--- src/inc/refs_pkg.sv ---
// shared constants and carrier types for the remote error and setup flags block
package refs_pkg;
	localparam logic [7:0] OFF_CONFIG = 8'h00;
	localparam logic [7:0] OFF_CMD = 8'h04;
	localparam logic [7:0] OFF_ESR = 8'h08;
	localparam logic [7:0] OFF_ERRQ = 8'h0c;
	localparam logic [7:0] OFF_VERSION = 8'h10;
	localparam logic [7:0] OFF_STATUS = 8'h14;
	localparam logic [7:0] OFF_MONMODE = 8'h18;
	// event status register bit positions
	localparam int ESR_QUERY = 2;
	localparam int ESR_DEVICE = 3;
	localparam int ESR_EXEC = 4;
	localparam int ESR_CMD = 5;
	// command register bits, write one to trigger
	localparam int CMD_FACTORY = 0;
	localparam int CMD_STD_PRESET = 1;
	localparam int CMD_LEGACY_PRESET = 2;
	localparam int CMD_DEV_CLEAR = 3;
	localparam int CMD_RESET = 4;
	localparam int CMD_SAVE_FLAGS = 5;
	localparam int CMD_OUT_ON = 6;
	localparam int CMD_OUT_OFF = 7;
	localparam int CMD_CURR_MODE = 8;
	// error codes, two's complement
	localparam logic [15:0] CODE_CMD = 16'hff9c;
	localparam logic [15:0] CODE_NUMERIC = 16'hff88;
	localparam logic [15:0] CODE_PROTECTED = 16'hff35;
	localparam logic [15:0] CODE_CONFLICT = 16'hff23;
	localparam logic [15:0] CODE_RANGE = 16'hff22;
	localparam logic [15:0] CODE_TOO_MUCH = 16'hff21;
	localparam logic [15:0] CODE_LEN = 16'hff1e;
	localparam logic [15:0] CODE_HW = 16'hff10;
	localparam logic [15:0] CODE_VOLT = 16'hfed3;
	localparam logic [15:0] CODE_CURR = 16'hfed2;
	localparam logic [15:0] CODE_MEMORY = 16'hfec9;
	localparam logic [15:0] CODE_OVERFLOW = 16'hfea2;
	localparam logic [15:0] CODE_QUERY = 16'hfe70;
	localparam logic [15:0] CODE_UNTERM = 16'hfe5c;
	localparam int N_EVT = 13;
	localparam logic [15:0] VERSION_YEAR = 16'h07cd;
	localparam logic [8:0] OUTBUF_LIMIT = 9'h0fd;
	localparam logic [7:0] NEWLINE = 8'h0a;
	localparam logic [7:0] DWELL_SINGLE = 8'h01;
	localparam logic [1:0] MON_LOW = 2'h1;
	localparam logic [1:0] MON_HIGH = 2'h3;

	typedef struct packed {
		logic dc;
		logic lf;
		logic ro;
	} refs_flags_t;

	localparam refs_flags_t FLAGS_FACTORY = 3'h2;
	localparam refs_flags_t FLAGS_STD = 3'h0;
	localparam refs_flags_t FLAGS_LEGACY = 3'h7;

	typedef struct packed {
		logic cmd_extra;
		logic non_numeric;
		logic guarded_cmd;
		logic cal_cmd;
		logic list_dir_down;
		logic value_check;
		logic list_load;
		logic list_check;
		logic hw_no_reply;
		logic volt_window;
		logic curr_window;
		logic mem_fail;
		logic resp_done;
		logic query_unread;
		logic ovuv;
	} refs_faults_t;
endpackage

--- src/design/refs_err_mem.sv ---
// error queue storage: one write port, registered read with write-through
`timescale 1ns/100ps
module refs_err_mem #(
	parameter int WIDTH = 16,
	parameter int DEPTH = 15,
	parameter int AW = 4
) (
	input wire logic ref_clk_i,
	input wire logic ce_i,
	input wire logic wr_en_i,
	input wire logic [AW-1:0] wr_addr_i,
	input wire logic [WIDTH-1:0] wr_data_i,
	input wire logic [AW-1:0] rd_addr_i,
	output logic [WIDTH-1:0] rd_data_o
);
	logic [WIDTH-1:0] mem [DEPTH];

	always_ff @(posedge ref_clk_i) begin
		if (ce_i && wr_en_i) begin
			mem[wr_addr_i] <= wr_data_i;
		end
	end

	// write-through so an entry pushed into an empty queue is readable at once
	always_ff @(posedge ref_clk_i) begin
		if (ce_i) begin
			if (wr_en_i && wr_addr_i == rd_addr_i) begin
				rd_data_o <= wr_data_i;
			end else begin
				rd_data_o <= mem[rd_addr_i];
			end
		end
	end
endmodule

--- src/design/refs_core.sv ---
// error reporting, event status bits and persistent setup flags
`timescale 1ns/100ps
module refs_core #(
	parameter int Q_DEPTH = 15,
	parameter int LIST_CAP = 100,
	parameter logic [15:0] VERSION_REV = 16'h0000
) (
	input wire logic ref_clk_i,
	input wire logic reset_i,
	input wire logic ce_i,
	input wire logic [7:0] avs_address_i,
	input wire logic avs_read_i,
	input wire logic avs_write_i,
	input wire logic [31:0] avs_writedata_i,
	input wire logic [3:0] avs_byteenable_i,
	output logic [31:0] avs_readdata_o,
	output logic avs_waitrequest_o,
	input wire refs_pkg::refs_faults_t faults_i,
	input wire logic password_unlock_state_i,
	input wire logic cal_enabled_i,
	input wire logic [15:0] setpoint_i,
	input wire logic [15:0] rating_i,
	input wire logic [7:0] list_fill_i,
	input wire logic [7:0] list_add_i,
	input wire logic [7:0] dwell_count_i,
	input wire logic [7:0] list_count_i,
	input wire logic [8:0] resp_len_i,
	input wire logic dev_clear_i,
	input wire logic host_read_i,
	input wire logic outbuf_empty_i,
	input wire refs_pkg::refs_flags_t nv_flags_i,
	output refs_pkg::refs_flags_t flags_o,
	output logic nv_save_o,
	output logic out_enable_o,
	output logic volt_mode_o,
	output logic zero_setpoints_o,
	output logic reply_valid_o,
	output logic [7:0] reply_char_o,
	output logic [5:0] esr_o
);
	localparam int AW = $clog2(Q_DEPTH);
	localparam int CW = $clog2(Q_DEPTH + 1);
	localparam logic [CW-1:0] Q_FULL = CW'(Q_DEPTH);
	localparam logic [CW-1:0] Q_LAST = CW'(Q_DEPTH - 1);
	localparam logic [AW-1:0] PTR_TOP = AW'(Q_DEPTH - 1);

	function automatic logic [15:0] evt_code(input logic [3:0] idx);
		unique case (idx)
			4'h0: evt_code = refs_pkg::CODE_CMD;
			4'h1: evt_code = refs_pkg::CODE_NUMERIC;
			4'h2: evt_code = refs_pkg::CODE_PROTECTED;
			4'h3: evt_code = refs_pkg::CODE_CONFLICT;
			4'h4: evt_code = refs_pkg::CODE_RANGE;
			4'h5: evt_code = refs_pkg::CODE_TOO_MUCH;
			4'h6: evt_code = refs_pkg::CODE_LEN;
			4'h7: evt_code = refs_pkg::CODE_HW;
			4'h8: evt_code = refs_pkg::CODE_VOLT;
			4'h9: evt_code = refs_pkg::CODE_CURR;
			4'ha: evt_code = refs_pkg::CODE_MEMORY;
			4'hb: evt_code = refs_pkg::CODE_QUERY;
			4'hc: evt_code = refs_pkg::CODE_UNTERM;
			default: evt_code = 16'h0000;
		endcase
	endfunction

	// event class to status bit: command, execution, device, query
	function automatic int evt_esr(input logic [3:0] idx);
		if (idx <= 4'h1) begin
			evt_esr = refs_pkg::ESR_CMD;
		end else if (idx <= 4'h7) begin
			evt_esr = refs_pkg::ESR_EXEC;
		end else if (idx <= 4'ha) begin
			evt_esr = refs_pkg::ESR_DEVICE;
		end else begin
			evt_esr = refs_pkg::ESR_QUERY;
		end
	endfunction

	function automatic logic [3:0] lowest(input logic [refs_pkg::N_EVT-1:0] v);
		lowest = 4'h0;
		for (int i = refs_pkg::N_EVT - 1; i >= 0; i--) begin
			if (v[i]) begin
				lowest = 4'(i);
			end
		end
	endfunction

	logic ack;
	logic load_nv;
	logic [1:0] mon_mode;
	logic [refs_pkg::N_EVT-1:0] evt;
	logic [refs_pkg::N_EVT-1:0] pend;
	logic [3:0] sel;
	logic have_evt;
	logic push;
	logic [15:0] push_code;
	logic [AW-1:0] wr_ptr;
	logic [AW-1:0] rd_ptr;
	logic [AW-1:0] next_rd_ptr;
	logic [CW-1:0] count;
	logic [15:0] head_code;
	logic mon_active;

	// bus side: every access is answered on its second enabled cycle
	wire req = avs_read_i | avs_write_i;
	assign avs_waitrequest_o = req & ~(ack & ce_i);
	wire take = req & ack & ce_i;
	wire wr_take = take & avs_write_i & avs_byteenable_i[0];
	wire [31:0] wd = avs_writedata_i;
	wire cmd_wr = wr_take & avs_address_i == refs_pkg::OFF_CMD;
	wire pop = take & avs_read_i & avs_address_i == refs_pkg::OFF_ERRQ & count != '0;
	wire clear_in = dev_clear_i | (cmd_wr & wd[refs_pkg::CMD_DEV_CLEAR]);
	wire clear_status = clear_in & ~flags_o.dc;
	wire as_reset = (cmd_wr & wd[refs_pkg::CMD_RESET]) | (clear_in & flags_o.dc);

	always_ff @(posedge ref_clk_i) begin
		if (reset_i) begin
			ack <= 1'b0;
		end else if (ce_i) begin
			ack <= req & ~ack;
		end
	end

	always_ff @(posedge ref_clk_i) begin
		if (reset_i) begin
			avs_readdata_o <= 32'h0000_0000;
		end else if (ce_i && req && !ack) begin
			unique case (avs_address_i)
				refs_pkg::OFF_CONFIG: avs_readdata_o <= {29'h0, flags_o};
				refs_pkg::OFF_ESR: avs_readdata_o <= {26'h0, esr_o};
				refs_pkg::OFF_ERRQ: begin
					// an empty queue reads as code zero, no error
					avs_readdata_o <= (count != '0) ? {{16{head_code[15]}}, head_code}
						: 32'h0000_0000;
				end
				refs_pkg::OFF_VERSION: begin
					avs_readdata_o <= {refs_pkg::VERSION_YEAR, VERSION_REV};
				end
				refs_pkg::OFF_STATUS: begin
					avs_readdata_o <= {16'h0, 8'(count), 6'h0, volt_mode_o, out_enable_o};
				end
				refs_pkg::OFF_MONMODE: avs_readdata_o <= {30'h0, mon_mode};
				default: avs_readdata_o <= 32'h0000_0000;
			endcase
		end
	end

	always_ff @(posedge ref_clk_i) begin
		if (reset_i) begin
			mon_mode <= 2'h0;
		end else if (ce_i && wr_take && avs_address_i == refs_pkg::OFF_MONMODE) begin
			mon_mode <= wd[1:0];
		end
	end

	// setup flags: power-up value comes from the non-volatile copy
	always_ff @(posedge ref_clk_i) begin
		if (reset_i) begin
			load_nv <= 1'b1;
			flags_o <= refs_pkg::FLAGS_STD;
		end else if (ce_i) begin
			load_nv <= 1'b0;
			if (load_nv) begin
				flags_o <= nv_flags_i;
			end else if (cmd_wr && wd[refs_pkg::CMD_FACTORY]) begin
				flags_o <= refs_pkg::FLAGS_FACTORY;
			end else if (cmd_wr && wd[refs_pkg::CMD_STD_PRESET]) begin
				flags_o <= refs_pkg::FLAGS_STD;
			end else if (cmd_wr && wd[refs_pkg::CMD_LEGACY_PRESET]) begin
				flags_o <= refs_pkg::FLAGS_LEGACY;
			end else if (wr_take && avs_address_i == refs_pkg::OFF_CONFIG) begin
				flags_o <= wd[2:0];
			end
		end
	end

	always_ff @(posedge ref_clk_i) begin
		if (reset_i) begin
			nv_save_o <= 1'b0;
		end else if (ce_i) begin
			nv_save_o <= cmd_wr & wd[refs_pkg::CMD_SAVE_FLAGS];
		end
	end

	// output state; a window fault wins over an on request
	assign mon_active = mon_mode >= refs_pkg::MON_LOW && mon_mode <= refs_pkg::MON_HIGH;
	wire window_trip = mon_active & (faults_i.volt_window | faults_i.curr_window);

	always_ff @(posedge ref_clk_i) begin
		if (reset_i) begin
			out_enable_o <= 1'b0;
			volt_mode_o <= 1'b1;
			zero_setpoints_o <= 1'b1;
		end else if (ce_i) begin
			zero_setpoints_o <= as_reset;
			if (window_trip) begin
				out_enable_o <= 1'b0;
			end else if (as_reset) begin
				out_enable_o <= flags_o.ro;
				volt_mode_o <= 1'b1;
			end else if (cmd_wr && wd[refs_pkg::CMD_OUT_OFF]) begin
				out_enable_o <= 1'b0;
			end else if (cmd_wr && wd[refs_pkg::CMD_OUT_ON]) begin
				out_enable_o <= 1'b1;
			end
			if (!as_reset && cmd_wr && wd[refs_pkg::CMD_CURR_MODE]) begin
				volt_mode_o <= 1'b0;
			end
		end
	end

	// empty-buffer read answers with a newline or with nothing
	always_ff @(posedge ref_clk_i) begin
		if (reset_i) begin
			reply_valid_o <= 1'b0;
			reply_char_o <= 8'h00;
		end else if (ce_i) begin
			reply_valid_o <= host_read_i & outbuf_empty_i & flags_o.lf;
			reply_char_o <= refs_pkg::NEWLINE;
		end
	end

	// fault detection
	wire [8:0] list_total = {1'b0, list_fill_i} + {1'b0, list_add_i};
	assign evt[0] = faults_i.cmd_extra;
	assign evt[1] = faults_i.non_numeric;
	assign evt[2] = faults_i.guarded_cmd & ~password_unlock_state_i;
	assign evt[3] = (faults_i.cal_cmd & ~cal_enabled_i) | faults_i.list_dir_down;
	assign evt[4] = faults_i.value_check & (setpoint_i > rating_i);
	assign evt[5] = faults_i.list_load & (list_total > 9'(LIST_CAP));
	assign evt[6] = faults_i.list_check & dwell_count_i != refs_pkg::DWELL_SINGLE
		& dwell_count_i != list_count_i;
	assign evt[7] = faults_i.hw_no_reply;
	assign evt[8] = mon_active & faults_i.volt_window;
	assign evt[9] = mon_active & faults_i.curr_window;
	assign evt[10] = faults_i.mem_fail;
	assign evt[11] = faults_i.resp_done & (resp_len_i > refs_pkg::OUTBUF_LIMIT);
	assign evt[12] = faults_i.query_unread;

	// events wait here until selected, one per cycle, lowest first; a full queue drops the selected one
	assign have_evt = pend != '0;
	assign sel = lowest(pend);

	genvar gi;
	generate
		for (gi = 0; gi < refs_pkg::N_EVT; gi++) begin : g_pend
			always_ff @(posedge ref_clk_i) begin
				if (reset_i) begin
					pend[gi] <= 1'b0;
				end else if (ce_i) begin
					pend[gi] <= evt[gi] | (pend[gi] & ~(have_evt && sel == 4'(gi)));
				end
			end
		end
	endgenerate

	// the last slot holds the overflow mark; later events are dropped
	assign push = have_evt & count < Q_FULL;
	assign push_code = (count == Q_LAST) ? refs_pkg::CODE_OVERFLOW : evt_code(sel);
	assign next_rd_ptr = pop ? ((rd_ptr == PTR_TOP) ? '0 : rd_ptr + 1'b1) : rd_ptr;

	always_ff @(posedge ref_clk_i) begin
		if (reset_i) begin
			wr_ptr <= '0;
			rd_ptr <= '0;
			count <= '0;
		end else if (ce_i) begin
			rd_ptr <= next_rd_ptr;
			if (push) begin
				wr_ptr <= (wr_ptr == PTR_TOP) ? '0 : wr_ptr + 1'b1;
			end
			count <= count + CW'(push) - CW'(pop);
		end
	end

	refs_err_mem #(.WIDTH(16), .DEPTH(Q_DEPTH), .AW(AW)) u_mem (
		.ref_clk_i(ref_clk_i),
		.ce_i(ce_i),
		.wr_en_i(push),
		.wr_addr_i(wr_ptr),
		.wr_data_i(push_code),
		.rd_addr_i(next_rd_ptr),
		.rd_data_o(head_code)
	);

	// sticky status bits; a new event wins over a clear in the same cycle
	logic [5:0] esr_set;
	logic [5:0] esr_clr;
	always_comb begin
		esr_set = 6'h00;
		if (have_evt) begin
			esr_set[evt_esr(sel)] = 1'b1;
		end
		if (have_evt && count >= Q_LAST) begin
			esr_set[refs_pkg::ESR_DEVICE] = 1'b1;
		end
		if (faults_i.ovuv) begin
			esr_set[refs_pkg::ESR_DEVICE] = 1'b1;
		end
		esr_clr = 6'h00;
		if (wr_take && avs_address_i == refs_pkg::OFF_ESR) begin
			esr_clr = wd[5:0];
		end
		if (clear_status || as_reset) begin
			esr_clr = 6'h3f;
		end
	end

	always_ff @(posedge ref_clk_i) begin
		if (reset_i) begin
			esr_o <= 6'h00;
		end else if (ce_i) begin
			esr_o <= ((esr_o & ~esr_clr) | esr_set) & 6'h3c;
		end
	end
endmodule

--- config.mk ---
export PLATFORM = sky130hd
export DESIGN_NAME = refs_core
export DESIGN_NICKNAME = d
export VERILOG_FILES = /design/src/inc/refs_pkg.sv /design/src/design/refs_err_mem.sv /design/src/design/refs_core.sv
export SDC_FILE = /design/constraint.sdc
export NUM_CORES = 1
export LEC_CHECK = 0
export BUFFER_PORTS_ARGS = -buffer_cell sky130_fd_sc_hd__buf_4
export CELL_PAD_IN_SITES_DETAIL_PLACEMENT = 2
export CELL_PAD_IN_SITES_GLOBAL_PLACEMENT = 2
export CORE_UTILIZATION = 38
export CTS_CLUSTER_DIAMETER = 60
export DETAILED_ROUTE_END_ITERATION = 8
export PLACE_DENSITY_LB_ADDON = 0.15
export RECOVER_POWER = 25
export SYNTH_ARGS = -nofsm -noshare
export SYNTH_HDL_FRONTEND = slang
export SYNTH_SLANG_ARGS = --single-unit
--- constraint.sdc ---
create_clock -name ref_clk_i -period 5.9 [get_ports ref_clk_i]
set_input_delay 0.295 -clock ref_clk_i [delete_from_list [all_inputs] [get_ports ref_clk_i]]
set_output_delay 0.295 -clock ref_clk_i [all_outputs]
set_load 0.02 [all_outputs]
Word level (Yosys, flattened, before mapping)
Memories as Yosys holds them, arrays and structs flattened. A register that Yosys moved wholly into a read port is not among the register bits.
Index checks and enable logic that the tools add are counted.

storage, ports and cells
  bits of input ports = 145
  bits in writable memories = 240
  bits in read-only memories = 256
  memories kept = 2
  logic and storage cells = 242
  flip-flop bits (word level) = 74

memory list
  name              words  bits a word  read ports  clocked after memory_dff  wr ports  line                RTL
  (name not given)  16     16           1           0                         0         refs_core.sv:48     unique case (idx)
  u_mem.mem         15     16           1           1                         1         refs_err_mem.sv:16  logic [WIDTH-1:0] mem [DEPTH];

cells by class
  bitwise logic cells = 81
  add/subtract/negate cells = 5
  mux-type cells = 44
  equal/unequal tests = 24
  reduce and logical (&&, ||, !) cells = 44
  $lt $le $gt $ge = 12

operators by type and width
  cell                   number
  $pmux W32 S6           1
  $mux W32               2
  $mux W4                16
  $and A1 B1 Y1          42
  $eq A4 B4 Y1 const B   8
  $ge A32 B1 Y1 const B  1
  $lt A32 B5 Y1 const B  1
  $logic_and A1 B1 Y1    30
  $eq A8 B5 Y1 const B   3
  $mux W3                7
  $mux W6                3
  $not A1 Y1             18
  $or A1 B1 Y1           18
  $eq A4 B3 Y1 const B   4
  $eq A8 B4 Y1 const B   2
  $gt A16 B16 Y1         1
  $mux W16               1
  $mux W1                13
  $reduce_bool A13 Y1    1
  $add A8 B8 Y9          1
  $gt A9 B7 Y1 const B   1
  $gt A9 B8 Y1 const B   1
  $add A4 B1 Y4 const B  2
  $eq A4 B2 Y1 const B   2
  other kinds (27)       31

Longest topological paths before layout
  depth in word-level cells = 26
  depth in mapped cells = 14
  depth with buffers taken out = 14

By module
From an unflattened synthesis, not the netlist that was laid out.

unflattened totals
  cells, all modules = 1036
  area, all modules = 14338.8 µm²

modules (own cells, without submodules)
  module        cells each  instances  area an instance (µm²)
  refs_err_mem  491         1          10092.2
  refs_core     545         1          4246.6

Worst setup path after synthesis
OpenSTA, ideal clock, no wires.

  kind = in2reg
  start point = in avs_address_i[7]
  end point = reg u_mem.rd_data_o[4], read port of u_mem.mem (data pin)
  path slack = 3018 ps
  cell stages on the path = 9
  library setup time = 256 ps
  arrival = 2626 ps
  cell sequence = or2_1 > or4_4 > buf_6 > nor4_4 > mux2_4 > xnor2_1 > nand4_4 > or4b_1 > o22a_1

between the ends
  cells in the longest elaborated chain, start to end = 4

ends and longest elaborated chain
  what                         line                RTL
  start, declared              refs_core.sv:11     input wire logic [7:0] avs_address_i,
  $eq A8 B4 Y1                 refs_core.sv:111    wire pop = take & avs_read_i & avs_address_i == refs_pkg::OFF_ERRQ & count != '0;
  $and A1 B1 Y1 (2 in series)  refs_core.sv:111
  $mux W4                      refs_core.sv:260    assign next_rd_ptr = pop ? ((rd_ptr == PTR_TOP) ? '0 : rd_ptr + 1'b1) : rd_ptr;
  end, declared                refs_err_mem.sv:14  output logic [WIDTH-1:0] rd_data_o

No other way between the ends.
A chain may end at the register's enable or synchronous reset.

Final worst setup path
  start point = reg rd_ptr[0]
  end point = reg u_mem.rd_data_o[0], read port of u_mem.mem (data pin)

between the ends
  cells in the longest elaborated chain, start to end = 3
  elaborated cells between the ends (all ways) = 4
  those cells by class = 1 x add/sub; 1 x eq/ne; 2 x mux

ends and longest elaborated chain
  what                                                  line              RTL
  start, declared                                       refs_core.sv:98   logic [AW-1:0] rd_ptr;
  start signal, assigned                                refs_core.sv:268  rd_ptr <= next_rd_ptr;
  $add A4 B1 Y4 / $eq A4 B4 Y1 (equally long branches)  refs_core.sv:260
  $mux W4                                               refs_core.sv:260
  $mux W4 *                                             refs_core.sv:260

Mark *: on every way between the ends. The rest lies on a longest branch, timed or not.

==> summary.txt <==
WP depth: 9
commonest cells after routing, fill and taps aside: edfxtp_1, buf_4, nand2_1, nor2_1, a21oi_1
sequential share of power: 45.6%
Final Hold Viols: 0
Crit path max-delay family: simple AND/OR/NAND/NOR gates
relative slew slack: 15.11%
main area contributors after synthesis: edfxtp_1, dfxtp_1, a21oi_1
Filler cells: 3081
antenna-violating nets left: 0
final WL: 39570 um
internal power: 0.002880 W
Async SR Flop Fraction: 0%
worst-margin pin slew: 1269 ps
syn avg cell area: 10.13 um2
Critical Path Source Type: register
vias per inst: 5.771
ys flop type: edfxtp_1
clock latency at the later pin of the worst-skew pair: 550 ps
area grow syn2layout: 20.12%
Synth area leader: edfxtp_1
core area: 28940 um2
WL met1: 16830 um
TritonRoute pass-1 iters: 5
Cell Area, Synth: 11250 um2
hold path depth: 3
clock buffer depth: 3
total negative setup slack: 0 ps
DRC viols: 0
Hold Path Class: primary input to register
CP required: 6120 ps
final non-filler cell total: 1669
Max Fclk: 0.2260 GHz
crit-path cells: clkbuf_1 > nand2_1 > nor3_1 > a32oi_1 > nand2_1 > xnor2_1 > nand4_4 > o311ai_0 > o22ai_1
WL/cell: 23.71 um
GP Congestion: 0.7911
row count: 62
crit path time final: 4425 ps
sequential element share of the synthesized area: 52.67%
# setup viols final: 0
flops & latches, synth: 216
Tot Pwr: 0.003930 W
RSZ-0062 raised after global routing: false
Resized Gates After CTS: 0
GRT Overall Usage: 25.88%
Slew Viols, Final: 0
Max-Cap Viols: 0
clk_skew: 27.54 ps
FF-to-FF path depth: 9
CP endpoint kind: register
Post-synth EDFFs: 160
switching portion of total power: 26.72%
Die Wd: 174.1 um
WS Path Type: register to register
CTS tree: built
routed wl met3: 2181 um
Ys Warns: 0
routed length on met2: 19570 um
Clk network pwr share: 41.3%
CTS Buf Count: 27
largest net degree at the start of global routing: 55
layout cell share with drive strength beyond 1: 15.58%
htree depth: 1
total gr overflow: 0
top-area cell type share of the netlist area: 42.71%
Max Used Layer: met4
dpl cells: 1617
Power Dens Cells: 290.8 nW/um2
worst path buffer plus inverter count: 1
initial antenna violation count: 1
number of library cell types mapped by synthesis: 76
# port buffers: 164
die height: 174.1 um
Tcrit/Tclk final: 74.99%
outcome: finished clean
Ports: 200
HPWL reported at the end of detailed placement: 27240 um
initial DRC count: 594
P_sw: 0.001050 W
vias: 9632
Gate power share: 13.1%
# nets final: 1441
first-pass GRT wire length: 60530 um
Worst Path Arrival: 4650 ps
fin util: 46.70%
Clock Root Buffer: clkbuf_16
commonest non-fill, non-tap cell in the layout: edfxtp_1
vias in the first global route: 10390
CP max stage cell: clkbuf_1
Mapped Cells: 1110
most frequent CP cell: nand2_1
worst IR drop on VDD: 0.0002121 V
CP Max Fanout: 22
starting density of the core: 38.88%
Die Area: 30300 um2
clock slew at reported path FFs: 60 ps
crit-path max cell delay: 880 ps
leakage: 4.851 nW
clk sinks: 216
layout make-up:
| type | instances | area [um2] | share of cell area [%] |
|---|---|---|---|
| Sequential cell | 216 | 5927 | 43.86 |
| Multi-Input combinational cell | 788 | 4847 | 35.87 |
| Timing Repair Buffer | 190 | 1241 | 9.185 |
| Clock buffer | 34 | 711.9 | 5.269 |
| Tap cell | 384 | 480.5 | 3.556 |
| Clock inverter | 16 | 152.6 | 1.130 |
| Inverter | 40 | 150.1 | 1.111 |
| Antenna cell | 1 | 2.502 | 0.01852 |
Yosys cell counts, types with 7 or more instances:
| cell | n |
|---|---|
| edfxtp_1 | 160 |
| buf_4 | 27 |
| a21o_1 | 14 |
| o31ai_1 | 10 |
| buf_1 | 7 |
| dfxtp_1 | 56 |
| xnor2_1 | 16 |
| ha_1 | 31 |
| nor4_1 | 9 |
| nand3b_1 | 7 |
| nand2b_1 | 7 |
| o211ai_1 | 7 |
| mux2i_1 | 36 |
| o21ai_0 | 48 |
| a211o_1 | 7 |
| inv_1 | 38 |
| a211oi_1 | 14 |
| nand3_1 | 17 |
| nand4_1 | 12 |
| buf_2 | 11 |
| a32o_1 | 10 |
| o22ai_1 | 10 |
| a21oi_1 | 108 |
| a22oi_1 | 11 |
| a31oi_1 | 12 |
| nand2_1 | 121 |
| nor2_1 | 117 |
| clkbuf_1 | 41 |
| nor3_1 | 39 |
worst paths after layout:
kind	startpoint	endpoint	slack [ps]
hold / removal	faults_i[6]	pend[7]	20
hold reg to reg	reply_valid_o	reply_valid_o	460
setup reg to reg	rd_ptr[0]	u_mem.rd_data_o[0]	1480
setup / recovery	rd_ptr[0]	u_mem.rd_data_o[0]	1480
repair_timing:
item	4_1_cts	5_1_grt
endpoints found under the hold margin	1	0
hold buffers	1	0
setup endpoints to repair	0	0
setup buffers	0	0
worst reg2reg max path: stages, from the launching register on:
cell and delay [ps]:
dfxtp_1 850, clkbuf_1 890, nand2_1 100, nor3_1 260, a32oi_1 170, nand2_1 550
xnor2_1 270, nand4_4 410, o311ai_0 370, o22ai_1 230
cells by family (layout without fill, tap and decap cells):
family	Yosys count	count (layout)	share of synthesized area [%]
AND/OR/NAND/NOR	366	366	15.05
AO/OA/AOI/OAI	307	307	17.96
multiplexers	40	40	3.637
flip-flops	216	216	52.67
other	2	24	0.06676
adder cells (fa/ha/maj)	33	33	3.804
buffers and inverters	127	280	5.328
XOR/XNOR	19	19	1.479
power by group through the flow:
stage	clock network, W	registers [W]	logic [W]
2_1_floorplan	0	0.00181	0.000284
3_3_place_gp	0	0.00182	0.000491
3_5_place_dp	0	0.00182	0.000513
4_1_cts	0.00164	0.00179	0.000522
5_1_grt	0.00170	0.00180	0.000560
6_report	0.00162	0.00179	0.000516
sequential cells by signal, indices dropped and copies added (netlist names):
signal            count
wr_ptr                4
flags_o               3
avs_readdata_o       14
u_mem.mem           150
count                 4
zero_setpoints_o      1
load_nv               1
rd_ptr                4
nv_save_o             1
mon_mode              2
esr_o                 4
pend                 13
reply_char_o          1
out_enable_o          1
reply_valid_o         1
ack                   1
u_mem.rd_data_o      10
volt_mode_o           1
per-layer routing:
metal  vias up  GRT usage (%)
li1       4390              -
met1      4865          32.74
met2       312          44.93
met3        65          4.134
met4         0          8.443
met5         -              0
metrics by stage:
stage / hold WS (ps) / worst slack (ps) / area [um2]
floorplan: 407.5 / 3018 / 11330
global route: 14.38 / 1316 / 13510
CTS: 8.237 / 1807 / 13700
finish: 19.15 / 1475 / 13510
detailed placement: 466.9 / 1752 / 12820
global placement: 456.0 / 1871 / 12820
Note: power is estimated with default switching activity, not from simulation.
